$ cat src/hdl/ipc_pkg.sv
// Contract
// RQ1 - Per input, configuration picks pulse catching on or off and a filter time.
// RQ2 - A caught pulse shows the image bit on for one scan, cleared at scan end.
// RQ3 - Catching triggers on a rising edge of the filtered input.
// RQ4 - Within one scan only the first pulse counts; later ones are dropped.
// RQ5 - The source spaces pulses at least one scan apart.
// RQ6 - Pulses caught in several scans give as many scans of image on.
// RQ7 - A pulse high for several scans still gives only one scan on.
// RQ8 - High and low times must both exceed the configured response time.
// RQ9 - Shortest response is 100 us on standard, 10 us on high-speed inputs.
// RQ10 - Standard and high-speed inputs each offer six selectable response times.
// RQ11 - Pulse catching is available on all sixteen built-in inputs.
// RQ12 - The program uses no direct access or mid-scan refresh on catch inputs.
// RQ13 - The filter accepts a new level only after it holds for the response time.
// RQ14 - A per-input latch holds the pulse until the next image refresh clears it.
package ipc_pkg;
    // ==========================================================
    // Sizes
    localparam int NUM_IN = 16;
    localparam int NUM_STD = 10;
    localparam int CNT_W = 20;
    localparam int CLK_HZ = 10000000;
    // ==========================================================
    // Response times in microseconds
    localparam int STD_US [6] = '{100, 1000, 5000, 10000, 20000, 70000};
    localparam int HS_US [6] = '{10, 100, 200, 400, 600, 1000};
    // ==========================================================
    // Register map
    localparam logic [11:0] ADDR_CATCH_EN = 12'h000;
    localparam logic [11:0] ADDR_SEL_LO = 12'h004;
    localparam logic [11:0] ADDR_SEL_HI = 12'h008;
    localparam logic [11:0] ADDR_IMAGE = 12'h00C;
    localparam logic [11:0] ADDR_FILTERED = 12'h010;
    localparam logic [11:0] ADDR_SCAN = 12'h014;
    localparam logic [11:0] ADDR_IRQ_STAT = 12'h018;
    localparam logic [11:0] ADDR_IRQ_MASK = 12'h01C;
    localparam logic [11:0] ADDR_LATCH = 12'h020;
    localparam logic [15:0] CATCH_EN_RST = 16'h0000;
    localparam logic [31:0] SEL_RST = 32'h00000000;
    localparam logic [15:0] MASK_RST = 16'h0000;
    localparam int SEL_W = 3;
    localparam int SCAN_END_BIT = 0;
    localparam int SCAN_REFRESH_BIT = 1;
    localparam logic [1:0] HTRANS_NONSEQ = 2'h2;
    localparam logic [2:0] HSIZE_WORD = 3'h2;
    // ==========================================================
    // Bus carriers
    typedef struct packed {
        logic sel;
        logic [31:0] addr;
        logic [1:0] trans;
        logic write;
        logic [2:0] size;
        logic ready;
    } ipc_ahb_req_t;
    typedef struct packed {
        logic ready;
        logic resp;
        logic [31:0] rdata;
    } ipc_ahb_rsp_t;
    typedef enum logic [0:0] {
        BUS_IDLE = 1'b0,
        BUS_DATA = 1'b1
    } ipc_bus_state_t;

    // Filter time in cycles for an input and a selection code
    function automatic logic [CNT_W-1:0] ipc_filter_cycles(
        input int idx,
        input logic [SEL_W-1:0] sel
    );
        int us;
        int s;
        s = (sel > 3'h5) ? 5 : int'(sel);
        us = (idx < NUM_STD) ? STD_US[s] : HS_US[s]; // RQ9 RQ10
        return CNT_W'(us * (CLK_HZ / 1000000));
    endfunction
endpackage

$ cat src/hdl/ipc_filter.sv
`timescale 1ns/10ps
module ipc_filter
(
    input wire logic mclk,
    input wire logic arst_n,
    input wire logic raw_in,
    input wire logic [ipc_pkg::CNT_W-1:0] hold_cycles,
    output logic level_r
);
    import ipc_pkg::*;
    logic [CNT_W-1:0] cnt_r;

    // ==========================================================
    // Debounce: change only after a continuous hold
    always_ff @(posedge mclk or negedge arst_n)
    begin
        if (!arst_n)
        begin
            cnt_r <= '0;
            level_r <= 1'b0;
        end
        else if (raw_in == level_r)
        begin
            cnt_r <= '0;
        end
        else if (cnt_r + 1'b1 >= hold_cycles)
        begin
            level_r <= raw_in; // RQ13 RQ8
            cnt_r <= '0;
        end
        else
        begin
            cnt_r <= cnt_r + 1'b1;
        end
    end
endmodule // ipc_filter

$ cat src/hdl/ipc_ahb_slave.sv
`timescale 1ns/10ps
module ipc_ahb_slave
(
    input wire logic mclk,
    input wire logic arst_n,
    input wire ipc_pkg::ipc_ahb_req_t req,
    output logic wr_stb,
    output logic rd_stb,
    output logic [11:0] reg_addr_r,
    output ipc_pkg::ipc_bus_state_t state_r
);
    import ipc_pkg::*;
    logic take;

    assign take = req.sel && req.ready && req.trans == HTRANS_NONSEQ;
    // ==========================================================
    // Address phase capture
    always_ff @(posedge mclk or negedge arst_n)
    begin
        if (!arst_n)
        begin
            state_r <= BUS_IDLE;
            reg_addr_r <= '0;
        end
        else
        begin
            case (state_r)
                BUS_IDLE:
                begin
                    if (take && req.write)
                    begin
                        state_r <= BUS_DATA;
                    end
                    reg_addr_r <= req.addr[11:0];
                end
                BUS_DATA:
                begin
                    state_r <= BUS_IDLE;
                    if (take)
                    begin
                        state_r <= req.write ? BUS_DATA : BUS_IDLE;
                    end
                    reg_addr_r <= req.addr[11:0];
                end
                default:
                begin
                    state_r <= BUS_IDLE;
                end
            endcase
        end
    end
    assign wr_stb = state_r == BUS_DATA;
    assign rd_stb = take && !req.write;
endmodule // ipc_ahb_slave

$ cat src/hdl/ipc_top.sv
// Design decisions made here: the register offsets and the AHB-Lite slave port.
`timescale 1ns/10ps
module ipc_top
(
    input wire logic mclk,
    input wire logic arst_n,
    input wire logic hsel,
    input wire logic [31:0] haddr,
    input wire logic [1:0] htrans,
    input wire logic hwrite,
    input wire logic [2:0] hsize,
    input wire logic [31:0] hwdata,
    input wire logic hready,
    output logic hreadyout,
    output logic hresp,
    output logic [31:0] hrdata,
    input wire logic [15:0] ext_in,
    input wire logic scan_end,
    output logic [15:0] image_r,
    output logic irq
);
    import ipc_pkg::*;

    ipc_ahb_req_t req;
    ipc_bus_state_t bus_state;
    logic wr_stb;
    logic rd_stb;
    logic [11:0] reg_addr;
    logic [15:0] catch_en_r;
    logic [31:0] sel_lo_r;
    logic [31:0] sel_hi_r;
    logic [15:0] filt;
    logic [15:0] filt_d_r;
    logic [15:0] latch_r;
    logic [15:0] done_r;
    logic [15:0] rise;
    logic [15:0] caught;
    logic [15:0] irq_stat_r;
    logic [15:0] irq_mask_r;
    logic [15:0] w16;
    logic sw_end;
    logic sw_refresh;
    logic end_evt;
    logic [47:0] sel_all;

    assign req = '{sel: hsel, addr: haddr, trans: htrans, write: hwrite,
                   size: hsize, ready: hready};
    assign w16 = hwdata[15:0];

    // ==========================================================
    // Bus slave
    ipc_ahb_slave u_bus
    (
        .mclk(mclk),
        .arst_n(arst_n),
        .req(req),
        .wr_stb(wr_stb),
        .rd_stb(rd_stb),
        .reg_addr_r(reg_addr),
        .state_r(bus_state)
    );
    assign hreadyout = 1'b1;
    assign hresp = 1'b0;

    // ==========================================================
    // Configuration registers
    always_ff @(posedge mclk or negedge arst_n)
    begin
        if (!arst_n)
        begin
            catch_en_r <= CATCH_EN_RST;
            sel_lo_r <= SEL_RST;
            sel_hi_r <= SEL_RST;
            irq_mask_r <= MASK_RST;
        end
        else if (wr_stb)
        begin
            case (reg_addr)
                ADDR_CATCH_EN: catch_en_r <= w16; // RQ1 RQ11
                ADDR_SEL_LO: sel_lo_r <= hwdata; // RQ1
                ADDR_SEL_HI: sel_hi_r <= hwdata; // RQ1
                ADDR_IRQ_MASK: irq_mask_r <= w16;
                default: ;
            endcase
        end
    end

    // Software scan control pulses
    assign sw_end = wr_stb && reg_addr == ADDR_SCAN && hwdata[SCAN_END_BIT];
    assign sw_refresh = wr_stb && reg_addr == ADDR_SCAN
                        && hwdata[SCAN_REFRESH_BIT];
    assign end_evt = scan_end || sw_end;
    assign sel_all = {sel_hi_r[23:0], sel_lo_r[23:0]};

    // ==========================================================
    // Per-input response filters
    for (genvar i = 0; i < NUM_IN; i++)
    begin : g_in
        ipc_filter u_filt
        (
            .mclk(mclk),
            .arst_n(arst_n),
            .raw_in(ext_in[i]),
            .hold_cycles(ipc_filter_cycles(i, sel_all[i*SEL_W +: SEL_W])),
            .level_r(filt[i])
        );
    end

    // ==========================================================
    // Edge catch
    assign rise = filt & ~filt_d_r & catch_en_r; // RQ3
    // A rise in the scan end cycle opens the new scan
    assign caught = end_evt ? rise : (rise & ~done_r); // RQ4
    always_ff @(posedge mclk or negedge arst_n)
    begin
        if (!arst_n)
        begin
            filt_d_r <= '0;
            latch_r <= '0;
            done_r <= '0;
        end
        else
        begin
            filt_d_r <= filt;
            if (end_evt)
            begin
                // Refresh moves latch to image and rearms
                latch_r <= rise; // RQ14 RQ6
                done_r <= rise; // RQ4
            end
            else
            begin
                latch_r <= latch_r | (rise & ~done_r); // RQ4 RQ7
                done_r <= done_r | rise; // RQ4
            end
        end
    end

    // ==========================================================
    // Input image
    always_ff @(posedge mclk or negedge arst_n)
    begin
        if (!arst_n)
        begin
            image_r <= '0;
        end
        else if (end_evt)
        begin
            // One scan on for caught inputs; others track the filter
            image_r <= (latch_r & catch_en_r) | (filt & ~catch_en_r); // RQ2
        end
        else if (sw_refresh)
        begin
            image_r <= (image_r & catch_en_r) | (filt & ~catch_en_r); // RQ12
        end
    end

    // ==========================================================
    // Interrupt status, write one to clear, set wins
    always_ff @(posedge mclk or negedge arst_n)
    begin
        if (!arst_n)
        begin
            irq_stat_r <= '0;
        end
        else
        begin
            irq_stat_r <= (irq_stat_r
                & ~((wr_stb && reg_addr == ADDR_IRQ_STAT) ? w16 : 16'h0000))
                | caught;
        end
    end
    assign irq = |(irq_stat_r & irq_mask_r);

    // ==========================================================
    // Read data
    always_ff @(posedge mclk or negedge arst_n)
    begin
        if (!arst_n)
        begin
            hrdata <= '0;
        end
        else if (rd_stb)
        begin
            case (req.addr[11:0])
                ADDR_CATCH_EN: hrdata <= {16'h0000, catch_en_r};
                ADDR_SEL_LO: hrdata <= sel_lo_r;
                ADDR_SEL_HI: hrdata <= sel_hi_r;
                ADDR_IMAGE: hrdata <= {16'h0000, image_r};
                ADDR_FILTERED: hrdata <= {16'h0000, filt};
                ADDR_IRQ_STAT: hrdata <= {16'h0000, irq_stat_r};
                ADDR_IRQ_MASK: hrdata <= {16'h0000, irq_mask_r};
                ADDR_LATCH: hrdata <= {16'h0000, latch_r};
                default: hrdata <= '0;
            endcase
        end
    end
endmodule // ipc_top

$ cat config.mk
export PLATFORM = sky130hd
export DESIGN_NAME = ipc_top
export DESIGN_NICKNAME = d
export VERILOG_FILES = /design/src/hdl/ipc_pkg.sv /design/src/hdl/ipc_filter.sv /design/src/hdl/ipc_ahb_slave.sv /design/src/hdl/ipc_top.sv
export SDC_FILE = /design/constraint.sdc
export NUM_CORES = 1
export LEC_CHECK = 0
export BUFFER_PORTS_ARGS = -buffer_cell sky130_fd_sc_hd__buf_2
export CAP_MARGIN = 20
export CORE_MARGIN = 2
export CORE_UTILIZATION = 65
export CTS_BUF_LIST = sky130_fd_sc_hd__clkbuf_4 sky130_fd_sc_hd__clkbuf_8
export DETAILED_ROUTE_END_ITERATION = 6
export PLACE_DENSITY = 0.86
export REMOVE_ABC_BUFFERS = 1
export SYNTH_ARGS = -nofsm -noshare
export SYNTH_HDL_FRONTEND = slang
export SYNTH_SLANG_ARGS = --single-unit
$ cat constraint.sdc
create_clock -name mclk -period 8.4 [get_ports mclk]
set_input_delay 0.84 -clock mclk [delete_from_list [all_inputs] [get_ports mclk]]
set_output_delay 0.84 -clock mclk [all_outputs]
set_load 0.01 [all_outputs]
# Word level (Yosys, flattened, before mapping)
# Memories as Yosys holds them, arrays and structs flattened.
# Cells that the tools add are included.
[classes]
n_addsub = 16
n_mul = 16
order_cmp = 48
eq_ne = 29
mux = 91
bitwise = 50
n_reduce_logical = 34
[op_table]
columns = ["cell", "n"]
rows = [
  ["$mux 32", 32],
  ["$mux 20", 32],
  ["$ge 32x4->1 const B", 16],
  ["$mul 32x4->19 const B", 16],
  ["$not 3->32", 16],
  ["$add 20x1->20 const B", 16],
  ["$ge 20x20->1", 16],
  ["$pmux 32 s8", 1],
  ["$and 16x16->16", 8],
  ["$mux 16", 6],
  ["$or 16x16->16", 5],
  ["$eq 12x5->1 const B", 6],
  ["$not 16->16", 4],
  ["$gt 3x3->1 const B", 16],
  ["$mux 3", 16],
  ["$reduce_and 2->1", 20],
  ["$eq 12x4->1 const B", 3],
  ["$eq 12x3->1 const B", 2],
  ["$logic_not 12->1", 2],
  ["$not 1->1", 17],
  ["$eq 1x1->1", 16],
  ["$reduce_or 16->1", 1],
  ["$eq 12x6->1 const B", 1],
  ["$logic_and 1x1->1", 8],
  ["other kinds (6)", 8],
]
[word_totals]
ff_bits = 557
rom_bits = 4096
elab_cells = 344
mem_count = 16
[mem_list]
columns = ["memory", "depth", "width", "rd", "rd_ports_with_merged_regs", "write_ports", "line_no", "rtl"]
rows = [
  ["(name not given)", 8, 32, 1, 0, 0, "ipc_pkg.sv:74", "us = (idx < NUM_STD) ? STD_US[s] : HS_US[s];"],
  ["(name not given)", 8, 32, 1, 0, 0, "ipc_pkg.sv:74", ""],
  ["(name not given)", 8, 32, 1, 0, 0, "ipc_pkg.sv:74", ""],
  ["(name not given)", 8, 32, 1, 0, 0, "ipc_pkg.sv:74", ""],
  ["(name not given)", 8, 32, 1, 0, 0, "ipc_pkg.sv:74", ""],
  ["(name not given)", 8, 32, 1, 0, 0, "ipc_pkg.sv:74", ""],
  ["10 more memories", "-", "-", "-", "-", "-", "-", ""],
]

# Depth between registers and ports, before layout
[logic_depth]
depth_word = 10
depth_mapped = 23
mapped_depth_nobuf = 21

# Cells and area by module
# Synthesis repeated with hierarchy kept, for this count alone.
[hier_totals]
cells_unflattened = 4589
area_unflattened_um2 = 43152.6
[modules_own_cells]
columns = ["mod", "instances", "cells_each", "area_each_um2", "seq_area_each_um2"]
rows = [
  ["ipc_filter", 16, 169, 1592.8, 525.5],
  ["ipc_top", 1, 1867, 17315.4, 5205.0],
  ["ipc_ahb_slave", 1, 18, 352.8, 325.3],
]

# Least setup slack after synthesis
# No wires, ideal clock.
[synth_path]
path_type = "register to register"
from = "register sel_hi_r[17]"
to = "register g_in[13].u_filt.cnt_r[12]"
setup_ps = 69
arrival_ps = 4259
slack_ps = 4072
stages_incl_launch_ff = 23
n_path_buf = 2
period_less_slack_ps = 4328
path_cell_list = "dfrtp_1 -> clkbuf_1 -> a21o_1 -> inv_1 -> ha_1 -> nand2_1 -> inv_1 -> ha_1 -> nor2b_1 -> fa_1 -> nor2_1 -> o21ai_0 -> a211o_1 -> o311a_1 -> xnor2_1 -> ha_1 -> and4_1 -> a211oi_1 -> a31oi_1 -> or4_1 -> nand2b_4 -> buf_6 -> nor2b_2"
[synth_via]
elab_chain_len = 10
[synth_rtl]
columns = ["item", "line_no", "rtl"]
rows = [
  ["from (decl)", "ipc_top.sv:31", "logic [31:0] sel_hi_r;"],
  ["from (signal assigned)", "ipc_top.sv:81", "ADDR_SEL_HI: sel_hi_r <= hwdata;"],
  ["$gt 3x3->1", "ipc_pkg.sv:73", "s = (sel > 3'h5) ? 5 : int'(sel);"],
  ["$mux 3 *", "ipc_pkg.sv:73", ""],
  ["$not 3->32 (not written as such) *", "ipc_pkg.sv:74", ""],
  ["$mem_v2 8x32 *", "-", ""],
  ["$mux 32 (not written as such) * (2 in a row)", "ipc_pkg.sv:74", ""],
  ["$mul 32x4->19 *", "ipc_pkg.sv:75", "return CNT_W'(us * (CLK_HZ / 1000000));"],
  ["$ge 20x20->1 *", "ipc_filter.sv:26", "else if (cnt_r + 1'b1 >= hold_cycles)"],
  ["$mux 20 *", "ipc_filter.sv:26", ""],
  ["$mux 20 *", "ipc_filter.sv:22", "else if (raw_in == level_r)"],
  ["to (signal assigned)", "ipc_filter.sv:33", "cnt_r <= cnt_r + 1'b1;"],
  ["to (decl)", "ipc_filter.sv:11", "logic [CNT_W-1:0] cnt_r;"],
]
# Every way passes the cells marked *; elsewhere a longest branch is shown, timed or not. The select of a mux whose other input is x is not followed.
# A chain may end at the register's enable or synchronous reset.

# Worst setup path in the final report
[layout_path]
from = "register sel_hi_r[17]"
to = "register g_in[13].u_filt.cnt_r[3]"
# The elaborated chain is that of the path after synthesis.

==> results.yml <==
power:
  irDropWorstVdd_uv: 149
  powerDensity_nw_per_um2: 151
  power_leakage_nw: 19.4
clock_tree:
  ctsHoldBuffers: 0
  clkLatencyLatePin_ns: 0.73
  cts_sinks: 557
  path_clk_slew_ns: 0.06
  cts_tree: "built"
  cts-root-buf: "clkbuf_8"
  h-tree-depth: 3
  cts_buffers: 93
  post_cts_resized: 0
  cts_buffer_depth: 3
  cts_setup_buffers: 0
synth:
  syn_inst: 3645
  synth_edf_count: 0
  yosysSeqAreaShare_pct: 39.0
  yosysWarnings: 0
  avgSynthCellArea_sq_um: 9.80
  syn-cell-area_sq_um: 35700
  synthFlopType: "dfrtp_1"
  ys_types: 89
  async_reset_ff_share_pct: 100
  ys_seq_elements: 557
global_route:
  busiest_layer: "met2"
  grt_antenna_before_repair: 8
  grt_pass1_wl_um: 135000
  overflow: 0
  grt_max_degree: 185
  grt_pass1_vias: 27800
  grtUsageMet1_pct: 38.1
  grt_util_all_layers_pct: 29.1
  grt_use_met2_pct: 48.0
  gr-usage-met3_pct: 6.15
timing:
  fin_worst_skew_ns: 0.0500
  whs_ns: 0.177
  fin_crit_ns: 4.88
  fmax_ghz: 0.205
  hold_viol: 0
  setup_viol: 0
  worst_slew_pin_slew_ns: 1.15
  rsz0062_at_grt: "false"
  relSlewSlack_pct: 23.2
  final_max_slew_viol_count: 0
  setup_tns_ns: 0
  period_share_pct: 58.1
drt:
  vias: 27400
  routed_wl_um: 81400
  drcViolationCount: 0
  drt_pre_antenna_iters: 6
  avgViaCountPerCell: 5.99
  postRouteAntennaNets: 0
  wire_per_inst_um: 17.8
  drtIter0Drc: 1885
critical_path:
  arrival_ns: 5.49
  reg2regPathDepth: 20
  worstSetupEndpointType: "register"
  critical_path_required_ns: 9.01
  cp-start-kind: "register"
  r2r_setup_slack_ns: 3.52
  path_class: "reg2reg"
  r2r-start: "sel_hi_r[17]"
  cp_max_fo: 14
  cp-startpoint: "sel_hi_r[17]"
floorplanning:
  die_w_um: 238
  dieArea_sq_um: 56900
  rows: 85
  start_util_pct: 66.1
  coreArea_sq_um: 54000
  die_h_um: 238
  ios: 142
final_layout:
  seqCellArea_sq_um: 13900
  syn_to_final_growth_pct: 9.62
  multiInputGateArea_sq_um: 20800
  fill_cells: 3734
  layout_commonest_cell: "dfrtp_1"
  final_nets: 4302
  drive_gt1_share_pct: 12.8
  layout_common_cells: "dfrtp_1 (557), ha_1 (384), nor2_1 (293), nand2_1 (277), nor2b_1 (233)"
status:
  status: "finished clean"
place:
  port_buffers: 116
  place_congestion: 0.864
  dp_hpwl_um: 57100
min_path:
  min_path_type: "in2async"
flow_run:
  maxCapViolations: 0
==> final timing paths <==
| check | to |
|---|---|
| setup / recovery | g_in[13].u_filt.cnt_r[3] |
| hold / removal | g_in[0].u_filt.cnt_r[1] |
| setup reg to reg | g_in[13].u_filt.cnt_r[3] |
| hold reg to reg | done_r[7] |
| max in group asynchronous | g_in[9].u_filt.cnt_r[16] |
| min in group mclk | u_bus.reg_addr_r[10] |
==> routing by layer <==
metal / vias to the layer above / wire length (um)
li1: 13000 / -
met1: 13400 / 34600
met2: 791 / 38500
met3: 194 / 5750
met4: 6 / 2570
met5: - / 37
==> cell families after synthesis <==
group / synth area share, %
flip-flops: 39.0
other: 0.0210
XOR/XNOR: 8.80
AND/OR/NAND/NOR: 19.2
adder cells (fa/ha/maj): 14.7
multiplexers: 4.58
buffers and inverters: 3.35
AO/OA/AOI/OAI: 10.3
==> critical path, cell delays in order (launching register included) <==
cell	delay, ns
dfrtp_1	0.59
a21o_1	0.30
inv_1	0.12
ha_1	0.21
nand2_1	0.10
inv_1	0.08
ha_1	0.17
nor2b_1	0.13
fa_1	0.43
nor2_1	0.10
o21ai_0	0.14
a211o_1	0.32
o311a_1	0.12
xnor2_1	0.14
ha_1	0.31
and4_1	0.21
a211oi_1	0.24
a31oi_1	0.13
or4_1	0.54
nand2b_4	0.27
nor2b_1	0.15
==> synthesized netlist by cell type (66+ instances only) <==
cell,number,area share (%)
a21o_1,77,1.6
a21oi_1,145,2.0
and3_1,66,1.2
clkbuf_1,87,0.91
dfrtp_1,557,39
ha_1,384,13
inv_1,191,2.0
mux2_2,105,3.3
nand2_1,277,2.9
nand3_1,135,1.9
nand4_1,70,1.2
nor2_1,295,3.1
nor2b_1,233,4.1
nor3_1,70,0.98
o21ai_0,112,1.6
xnor2_1,219,5.4
xor2_1,140,3.4
==> power by group <==
| part | total (mW) | switching, mW | internal (mW) |
|---|---|---|---|
| Sequential | 2.88 | 0.0945 | 2.79 |
| Combinational | 0.405 | 0.261 | 0.143 |
| Clock | 2.64 | 1.13 | 1.51 |
| Total | 5.92 | 1.49 | 4.44 |
==> stage by stage <==
| step | utilization [%] | instance area, sq um | worst slack [ns] | std cells | total power [mW] |
|---|---|---|---|---|---|
| 6_report | 72.5 | 39200 | 3.52 | 4576 | 5.92 |
| 5_1_grt | 72.5 | 39200 | 3.21 | 4574 | 6.14 |
| 4_1_cts | 72.4 | 39100 | 3.57 | 4567 | 5.96 |
| 3_5_place_dp | 68.6 | 37100 | 3.67 | 4404 | 3.32 |
| 3_3_place_gp | 68.6 | 37100 | 3.80 | 4403 | 3.31 |
| 2_1_floorplan | - | 35400 | 4.04 | 3571 | 3.10 |
==> layout make-up <==
type,count,share of cell area [%]
Multi-Input combinational cell,2819,53.0
Sequential cell,557,35.6
Clock buffer,142,4.54
Tap cell,696,2.22
Timing Repair Buffer,139,2.04
Inverter,195,1.87
Clock inverter,21,0.655
Antenna cell,7,0.0447
==> sequential cells by signal, indices dropped and copies added (netlist names), 32 cells and up, named ones only <==
| signal | cells |
|---|---|
| g_in.u_filt.cnt_r | 320 |
| hrdata | 32 |
| sel_hi_r | 32 |
| sel_lo_r | 32 |
(Power assumes the default switching activity.)
